<file path="src/rtl/bls_consts.svh">
// constants for the byte lane steering bus master
// assumes inclusion by bls_pkg and by the design modules
`ifndef BLS_CONSTS_SVH
`define BLS_CONSTS_SVH
`define BLS_LANES      8
`define BLS_LANE_BITS  8
`define BLS_DATA_BITS  64
`define BLS_ADDR_BITS  64
`define BLS_IDX_BITS   3
`define BLS_BEAT_BITS  3
`define BLS_BEAT_RST   3'h0
`define BLS_SEL_RST    8'h00
`define BLS_DATA_RST   64'h0000000000000000
`define BLS_ADDR_RST   64'h0000000000000000
`endif

</file>
<file path="src/rtl/bls_pkg.sv">
// types shared by the byte lane steering bus master
// assumes bls_consts.svh is on the include path
`include "bls_consts.svh"
package bls_pkg;
  // unit size as log2 of bytes: port width, granularity, operand size
  typedef enum logic [1:0] {
    BLS_BYTE  = 2'h0,
    BLS_WORD  = 2'h1,
    BLS_DWORD = 2'h2,
    BLS_QWORD = 2'h3
  } bls_unit_type;
  typedef enum logic [0:0] {
    BLS_IDLE = 1'b0,
    BLS_XFER = 1'b1
  } bls_state_type;
endpackage

</file>
<file path="src/rtl/bls_lane_map.sv">
// lane map: which port lanes carry which operand bytes in one beat
// assumes aligned operands and granularity not above port width
`timescale 1ns/1ps
`include "bls_consts.svh"
module bls_lane_map (
  // configuration
  input  wire bls_pkg::bls_unit_type i_port,
  input  wire bls_pkg::bls_unit_type i_gran,
  input  wire bls_pkg::bls_unit_type i_size,
  input  wire logic                  i_big,
  // position
  input  wire logic [2:0]            i_off,
  input  wire logic [2:0]            i_beat,
  // map
  output logic [7:0]                 o_valid,
  output logic [23:0]                o_idx,
  output logic [7:0]                 o_sel
);
  import bls_pkg::*;
  logic [3:0] base;
  logic [3:0] pbytes;
  logic [3:0] sbytes;
  assign base   = 4'({1'b0, i_beat} << i_port);
  assign pbytes = 4'(4'h1 << i_port);
  assign sbytes = 4'(4'h1 << i_size);
  genvar l;
  generate
    for (l = 0; l < `BLS_LANES; l++) begin : g_lane
      logic [3:0] o;
      logic [3:0] pos;
      logic [3:0] j;
      logic       in_port;
      assign in_port = 4'(l) < pbytes;
      // big endian: lowest address in the top lane of the port
      assign o   = i_big ? 4'(pbytes - 4'(l) - 4'h1) : 4'(l);
      assign pos = 4'(base + o);
      assign j   = 4'(pos - {1'b0, i_off});
      assign o_valid[l] = in_port && (pos >= {1'b0, i_off}) && (j < sbytes);
      // big endian: most significant byte at the lowest address
      assign o_idx[3*l +: 3] = i_big ? 3'(sbytes - j - 4'h1) : j[2:0];
    end
  endgenerate
  // one select line per granule of the active port
  always_comb begin
    o_sel = `BLS_SEL_RST;
    for (int k = 0; k < `BLS_LANES; k++) begin
      if (o_valid[k]) begin
        o_sel[3'(k >> i_gran)] = 1'b1;
      end
    end
  end
endmodule // bls_lane_map

</file>
<file path="src/rtl/bls_master.sv">
// bus master that splits and steers 8..64 bit operands onto a shared bus port
// assumes slave on the same clock, classic handshake, ack only while strobe is high
//
// Behaviour
// - An operand wider than the port is carried over several bus cycles, two for 64 over 32 bits.
// - Pieces of a split operand go out in ascending address order, lowest address first.
// - A 64-bit byte-granular port addresses quadwords and maps bytes by endianness onto 8 lanes.
// - A 64-bit word-granular port has four 16-bit lanes with WORD(0) on top for big endian.
// - A 64-bit dword-granular port has two halves with DWORD(0) on top for big endian.
// - A 64-bit qword-granular port uses one select line for the whole bus.
// - A 32-bit byte-granular port has four byte lanes, BYTE(0) then BYTE(4) on top for big endian.
// - A 32-bit word-granular port has two 16-bit lanes, WORD(0) then WORD(2) on top for big endian.
// - A 32-bit dword-granular port carries DWORD(0) then DWORD(1) under one select line.
// - A 16-bit byte-granular port puts even bytes in the upper lane for big endian.
// - A 16-bit word-granular port passes words one per cycle under one select line.
// - An 8-bit port passes bytes one per cycle under one select line.
// - An operand smaller than the port granularity cannot be transferred.
// - Big endian keeps the most significant part at the lower address, little endian at the higher.
`timescale 1ns/1ps
`include "bls_consts.svh"
module bls_master (
  // clock and reset
  input  wire logic                  I_CLOCK,
  input  wire logic                  I_NRST,
  // port configuration, taken with each request
  input  wire bls_pkg::bls_unit_type I_PORT,
  input  wire bls_pkg::bls_unit_type I_GRAN,
  input  wire logic                  I_BIG,
  // user request
  input  wire logic                  I_REQ,
  input  wire logic                  I_WRITE,
  input  wire bls_pkg::bls_unit_type I_SIZE,
  input  wire logic [63:0]           I_ADDR,
  input  wire logic [63:0]           I_WDATA,
  // user answer
  output logic                       O_BUSY,
  output logic                       O_DONE,
  output logic                       O_FAULT,
  output logic [63:0]                O_RDATA,
  // bus master side
  output logic                       O_CYC,
  output logic                       O_STB,
  output logic                       O_WE,
  output logic [63:0]                O_ADR,
  output logic [7:0]                 O_SEL,
  output logic [63:0]                O_DAT,
  input  wire logic                  I_ACK,
  input  wire logic [63:0]           I_DAT
);
  import bls_pkg::*;

  bls_state_type state;
  bls_unit_type  cfg_port;
  bls_unit_type  cfg_gran;
  bls_unit_type  cfg_size;
  logic          cfg_big;
  logic [63:0]   cfg_addr;
  logic [63:0]   wdata;
  logic [2:0]    beat;
  logic [2:0]    last_beat;
  logic [7:0]    cur_valid;
  logic [23:0]   cur_idx;
  logic [63:0]   acc;
  logic [63:0]   next_acc;

  logic          idle;
  logic          req_ok;
  logic          accept;
  logic          advance;
  logic          finish;
  bls_unit_type  m_port;
  bls_unit_type  m_gran;
  bls_unit_type  m_size;
  logic          m_big;
  logic [63:0]   m_addr;
  logic [63:0]   m_wdata;
  logic [2:0]    m_beat;
  logic [2:0]    m_off;
  logic [7:0]    m_valid;
  logic [23:0]   m_idx;
  logic [7:0]    m_sel;
  logic [63:0]   next_port_addr;
  logic [63:0]   next_dat;

  assign idle = (state == BLS_IDLE);
  // refuse operands below granularity, granules above the port, misaligned operands
  assign req_ok = (I_SIZE >= I_GRAN) && (I_GRAN <= I_PORT)
                && ((I_ADDR[2:0] & 3'((4'h1 << I_SIZE) - 4'h1)) == 3'h0);
  assign accept  = idle && I_REQ && req_ok;
  assign advance = !idle && O_STB && I_ACK && (beat != last_beat);
  assign finish  = !idle && O_STB && I_ACK && (beat == last_beat);

  // map source: fresh request when idle, otherwise the following beat
  assign m_port  = idle ? I_PORT : cfg_port;
  assign m_gran  = idle ? I_GRAN : cfg_gran;
  assign m_size  = idle ? I_SIZE : cfg_size;
  assign m_big   = idle ? I_BIG : cfg_big;
  assign m_addr  = idle ? I_ADDR : cfg_addr;
  assign m_wdata = idle ? I_WDATA : wdata;
  assign m_beat  = idle ? `BLS_BEAT_RST : 3'(beat + 3'h1);
  assign m_off   = m_addr[2:0] & 3'((4'h1 << m_port) - 4'h1);
  assign next_port_addr = {m_addr[63:3], m_addr[2:0] & ~m_off}
                        + 64'({m_beat, 3'h0} >> (3 - m_port));

  bls_lane_map i_bls_lane_map (
    .i_port  (m_port),
    .i_gran  (m_gran),
    .i_size  (m_size),
    .i_big   (m_big),
    .i_off   (m_off),
    .i_beat  (m_beat),
    .o_valid (m_valid),
    .o_idx   (m_idx),
    .o_sel   (m_sel)
  );

  // unselected lanes are driven as zero
  always_comb begin
    next_dat = `BLS_DATA_RST;
    for (int l = 0; l < `BLS_LANES; l++) begin
      if (m_valid[l]) begin
        next_dat[8*l +: 8] = m_wdata[8*m_idx[3*l +: 3] +: 8];
      end
    end
  end

  // read bytes gathered only from lanes selected in this beat
  always_comb begin
    next_acc = acc;
    for (int l = 0; l < `BLS_LANES; l++) begin
      if (cur_valid[l]) begin
        next_acc[8*cur_idx[3*l +: 3] +: 8] = I_DAT[8*l +: 8];
      end
    end
  end

  // sequencer
  always_ff @(posedge I_CLOCK or negedge I_NRST) begin
    if (!I_NRST) begin
      state <= BLS_IDLE;
      beat  <= `BLS_BEAT_RST;
    end else if (accept) begin
      state <= BLS_XFER;
      beat  <= `BLS_BEAT_RST;
    end else if (advance) begin
      beat  <= 3'(beat + 3'h1);
    end else if (finish) begin
      state <= BLS_IDLE;
    end
  end

  // request capture
  always_ff @(posedge I_CLOCK or negedge I_NRST) begin
    if (!I_NRST) begin
      cfg_port  <= BLS_BYTE;
      cfg_gran  <= BLS_BYTE;
      cfg_size  <= BLS_BYTE;
      cfg_big   <= 1'b0;
      cfg_addr  <= `BLS_ADDR_RST;
      wdata     <= `BLS_DATA_RST;
      last_beat <= `BLS_BEAT_RST;
    end else if (accept) begin
      cfg_port  <= I_PORT;
      cfg_gran  <= I_GRAN;
      cfg_size  <= I_SIZE;
      cfg_big   <= I_BIG;
      cfg_addr  <= I_ADDR;
      wdata     <= I_WDATA;
      // wider operand than port: one beat per port width
      last_beat <= (I_SIZE > I_PORT) ? 3'((4'h1 << (I_SIZE - I_PORT)) - 4'h1)
                                     : `BLS_BEAT_RST;
    end
  end

  // bus outputs, loaded per beat
  always_ff @(posedge I_CLOCK or negedge I_NRST) begin
    if (!I_NRST) begin
      O_CYC     <= 1'b0;
      O_STB     <= 1'b0;
      O_WE      <= 1'b0;
      O_ADR     <= `BLS_ADDR_RST;
      O_SEL     <= `BLS_SEL_RST;
      O_DAT     <= `BLS_DATA_RST;
      cur_valid <= `BLS_SEL_RST;
      cur_idx   <= 24'h000000;
    end else if (accept || advance) begin
      O_CYC     <= 1'b1;
      O_STB     <= 1'b1;
      O_WE      <= idle ? I_WRITE : O_WE;
      O_ADR     <= next_port_addr >> m_gran;
      O_SEL     <= m_sel;
      O_DAT     <= (idle ? I_WRITE : O_WE) ? next_dat : `BLS_DATA_RST;
      cur_valid <= m_valid;
      cur_idx   <= m_idx;
    end else if (finish) begin
      O_CYC     <= 1'b0;
      O_STB     <= 1'b0;
      O_WE      <= 1'b0;
      O_SEL     <= `BLS_SEL_RST;
      O_DAT     <= `BLS_DATA_RST;
      cur_valid <= `BLS_SEL_RST;
    end
  end

  // user answer
  always_ff @(posedge I_CLOCK or negedge I_NRST) begin
    if (!I_NRST) begin
      O_BUSY  <= 1'b0;
      O_DONE  <= 1'b0;
      O_FAULT <= 1'b0;
      O_RDATA <= `BLS_DATA_RST;
      acc     <= `BLS_DATA_RST;
    end else begin
      O_BUSY  <= accept || (O_BUSY && !finish);
      O_DONE  <= finish;
      O_FAULT <= idle && I_REQ && !req_ok;
      if (accept) begin
        acc <= `BLS_DATA_RST;
      end else if (!idle && O_STB && I_ACK) begin
        acc <= next_acc;
      end
      if (finish && !O_WE) begin
        O_RDATA <= next_acc;
      end
    end
  end

  // checks
  logic [3:0] ack_cnt;
  always_ff @(posedge I_CLOCK or negedge I_NRST) begin
    if (!I_NRST) begin
      ack_cnt <= 4'h0;
    end else if (accept) begin
      ack_cnt <= 4'h0;
    end else if (O_STB && I_ACK) begin
      ack_cnt <= 4'(ack_cnt + 4'h1);
    end
  end
endmodule // bls_master

</file>
<file path="config.mk">
export PLATFORM = sky130hd
export DESIGN_NAME = bls_master
export DESIGN_NICKNAME = d
export VERILOG_FILES = /design/src/rtl/bls_pkg.sv /design/src/rtl/bls_lane_map.sv /design/src/rtl/bls_master.sv
export VERILOG_INCLUDE_DIRS = /design/src /design/src/rtl
export SDC_FILE = /design/constraint.sdc
export NUM_CORES = 2
export LEC_CHECK = 0
export BUFFER_PORTS_ARGS = -buffer_cell sky130_fd_sc_hd__buf_2
export CAP_MARGIN = 20
export CORE_UTILIZATION = 26
export DETAILED_ROUTE_END_ITERATION = 12
export HOLD_SLACK_MARGIN = 0.15
export PLACE_DENSITY_LB_ADDON = 0.12
export SLEW_MARGIN = 30
export SYNTH_ARGS = -nofsm -noshare
export SYNTH_HDL_FRONTEND = slang
export SYNTH_SLANG_ARGS = --single-unit
</file>
<file path="constraint.sdc">
create_clock -name I_CLOCK -period 12.05 [get_ports I_CLOCK]
set_clock_uncertainty 0.15 [all_clocks]
set_input_delay 2.41 -clock I_CLOCK [delete_from_list [all_inputs] [get_ports I_CLOCK]]
set_output_delay 2.41 -clock I_CLOCK [all_outputs]
set_load 0.01 [all_outputs]
</file>
==> impl_metrics.yaml <==
synth:
  async_reset_ff_frac: 1.00
  syn-cell-area_sq_mm: 0.0330
  synth-xor-area-share: 0.0291
  synth_ff_type: "dfrtp_1"
  ys_ff_latch: 434
  ys_types: 109
  synth_compound_area_frac: 0.202
  synth_edf_count: 0
  muxShareOfSynthArea: 0.138
  synthCells: 3835
  yosysSeqAreaShare: 0.329
  syn_nets: 4145
  synth_top_family_by_area: "simple AND/OR/NAND/NOR gates"
  synth_area_per_cell_sq_um: 8.60
  ys_warn_count: 0
  synthAdderAreaFrac: 0.0441
  synth-simple-area-share: 0.212
setup_path:
  startpoint_type: "input port"
  crit_fanout: 15
  worstPathArrival_ps: 7410
  worstPathRequired_ps: 12440
  reg2reg_to: "O_ADR[25]"
  reg2reg_from: "state"
  rr_worst_depth: 14
  critPathCaptureType: "flop"
  reg2reg_slack_ps: 5830
  path_class: "in2reg"
grt:
  grt_pass1_wl_mm: 236
  antenna_found_initial: 16
  grtUsageTotal: 0.255
  grt_remaining_overflow: 0
  grt_max_degree: 137
  grt_pass1_vias: 30604
timing:
  setup_violations: 0
  maxSlewHeadroom: 0.279
  slew_viol_final: 0
  setup_slack_ps: 5030
  worst_pin_slew_ps: 1080
  whs_ps: 318
  hold_viol: 0
  finalSetupTns_ps: 0
  period_needed_ps: 7020
  finalCritPeriodShare: 0.583
  rsz0062_at_grt: "no"
  fmax_mhz: 142
cells_and_area:
  layout-drive-gt1-share: 0.194
  synthToLayoutAreaGrowth_pct: 17.5
  nNetsFinal: 4413
  finish.utilization: 0.308
  fillerInstances: 13453
  multiInputGateArea_sq_mm: 0.0208
  ff_latch_area_sq_mm: 0.0109
power:
  pwr-share-seq: 0.187
  vdd_drop_max_mv: 0.274
  swShare: 0.506
  power_frac_comb: 0.677
  power.leakage_nw: 17.2
  powerDensity_mw_per_mm2: 353
  p_total_mw: 13.7
  intPower_mw: 6.76
  p_switching_mw: 6.93
  clockPowerShare: 0.136
clock_tree:
  clock_insertion_delay_worst_skew_ps: 710
  cts_root_buf: "clkbuf_16"
  post_cts_resized: 0
  cts-hold-fix-buffers: 0
  post_cts_buffers: 0
  cts_tree: "built"
  h-tree-depth: 2
  cts_sinks: 434
  clk_pin_slew_ps: 60
  cts_buffer_depth: 3
  cts_buffers: 59
detailed_routing:
  vias_per_cell: 5.60
  dr.pass1.iters: 6
  antenna_left: 0
  drt-initial-drc-count: 3467
  totalWireLength_mm: 168
  vias: 32469
  routedWlPerCell_um: 28.9
  drc: 0
run:
  maxCapViolations: 0
placed_design:
  hpwl_mm: 126
  place_ws_ps: 4510
  place_congestion: 1.01
  port_buffers: 409
floorplan:
  die_h_um: 358
  dieArea_sq_mm: 0.128
  num_rows: 130
  core_sq_mm: 0.126
  initial_core_util: 0.262
  io_pins: 410
  die_x_um: 358
min_path:
  holdPathEnd: "cfg_addr[5]"
  worstHoldPathCells: 2
  hold_path_class: "reg2reg"
  hp-start: "cfg_addr[5]"
outcome:
  status: "finished clean"
[cells in the final DEF (no fill, tap or decap), types with 73 or more instances in the layout]
cell / Yosys / final
nand2_1: 730 / 728
dfrtp_1: 434 / 433
buf_2: 36 / 408
nor2_1: 238 / 233
mux2i_1: 234 / 233
a21oi_1: 224 / 219
o21ai_0: 216 / 208
nand3_1: 151 / 150
ha_1: 89 / 89
mux4_2: 80 / 80
a22o_1: 77 / 77
a211oi_1: 75 / 75
inv_1: 73 / 73
[metrics by stage]
step,cell area [sq um],std cells
after floorplan,33000,3835
after global placement,36700,5691
after detailed placement,36700,5692
after CTS,38700,5800
after global routing,38800,5801
final,38800,5803
[synth_stat cells (all sizes together) (13+ instances only)]
library cell / count / area (sq um)
ha: 89 / 1110
nand4b: 13 / 144
a31oi: 44 / 275
nand2: 730 / 2740
nor2: 239 / 900
mux4: 80 / 1800
a22o: 77 / 674
mux2: 33 / 372
xnor2: 72 / 631
a311oi: 15 / 131
a21oi: 226 / 1150
and2: 19 / 119
o211ai: 23 / 173
nand3b: 24 / 205
o21a: 29 / 218
inv: 73 / 274
nand4: 43 / 328
a211oi: 79 / 621
xor2: 35 / 307
dfrtp: 434 / 10900
mux2i: 236 / 2380
nand3: 153 / 776
or3: 22 / 138
clkbuf: 201 / 759
nand2b: 39 / 244
o31ai: 25 / 193
a21o: 28 / 210
nor3: 79 / 417
a221oi: 31 / 295
o21ai: 228 / 1140
nor4: 37 / 282
a211o: 15 / 131
nor2b: 28 / 175
buf: 80 / 428
fa: 17 / 340
a32oi: 13 / 121
and3: 34 / 213
a22oi: 31 / 238
[cells by family (layout without fill, tap and decap cells)]
| kind of cell | Yosys count | count (layout) |
|---|---|---|
| buffers and inverters | 358 | 673 |
| flip-flops | 434 | 434 |
| XOR/XNOR | 108 | 108 |
| adder cells (fa/ha/maj) | 106 | 106 |
| AO/OA/AOI/OAI | 981 | 981 |
| other | 0 | 3 |
| multiplexers | 349 | 349 |
| AND/OR/NAND/NOR | 1499 | 1499 |
[worst max-delay path by stage]
| stage | startpoint | end | slack (ps) | depth (start not counted) |
|---|---|---|---|---|
| after floorplan | I_BIG | O_DAT[10] | 5070 | 16 |
| after global placement | I_PORT[1] | O_ADR[25] | 4550 | 14 |
| after detailed placement | I_PORT[1] | O_ADR[25] | 4510 | 14 |
| after CTS | I_PORT[1] | O_ADR[25] | 5190 | 14 |
| after global routing | I_PORT[1] | O_ADR[25] | 4670 | 14 |
| final | I_PORT[1] | O_ADR[25] | 5030 | 14 |
[flip-flops by register name, indices dropped and copies added (netlist names), 8 cells and up]
register / count
cur_valid: 8
acc: 64
O_DAT: 64
O_ADR: 64
cur_idx: 15
O_RDATA: 64
cfg_addr: 64
wdata: 64
O_SEL: 8
[metal layers]
layer	global-route usage	vias up	part of all wire
li1	-	14609	-
met1	0.349	16040	0.44
met2	0.399	1458	0.45
met3	0.0440	354	0.070
met4	0.0976	8	0.043
met5	0	-	0.00028
[worst max-delay path, stage by stage]
cell and delay [ps]:
buf_2 130, a21oi_2 450, inv_1 300, a211oi_1 300, o21a_1 410, ha_1 300
o211ai_1 130, o21ai_1 570, nand4_1 880, o21ai_0 490, a21oi_1 110, a211oi_1 570
a22oi_1 200, o21a_1 140
[area by class of cell]
class	instances	share of cell area
clock buffer	77	0.0419
timing repair buffer	488	0.0697
sequential	434	0.280
clock inverter	31	0.0101
antenna	3	0.000194
inverter	77	0.00746
tap	1650	0.0533
multi-input combinational	3043	0.537
[power by group through the flow]
stage | clock network [mW] | registers (mW) | logic, mW
2_1_floorplan | 0 | 2.45 | 6.17
3_3_place_gp | 0 | 2.58 | 9.23
3_5_place_dp | 0 | 2.58 | 9.25
4_1_cts | 1.91 | 2.56 | 9.27
5_1_grt | 1.96 | 2.63 | 10.0
6_report | 1.86 | 2.56 | 9.28
(Power assumes the default switching activity.)
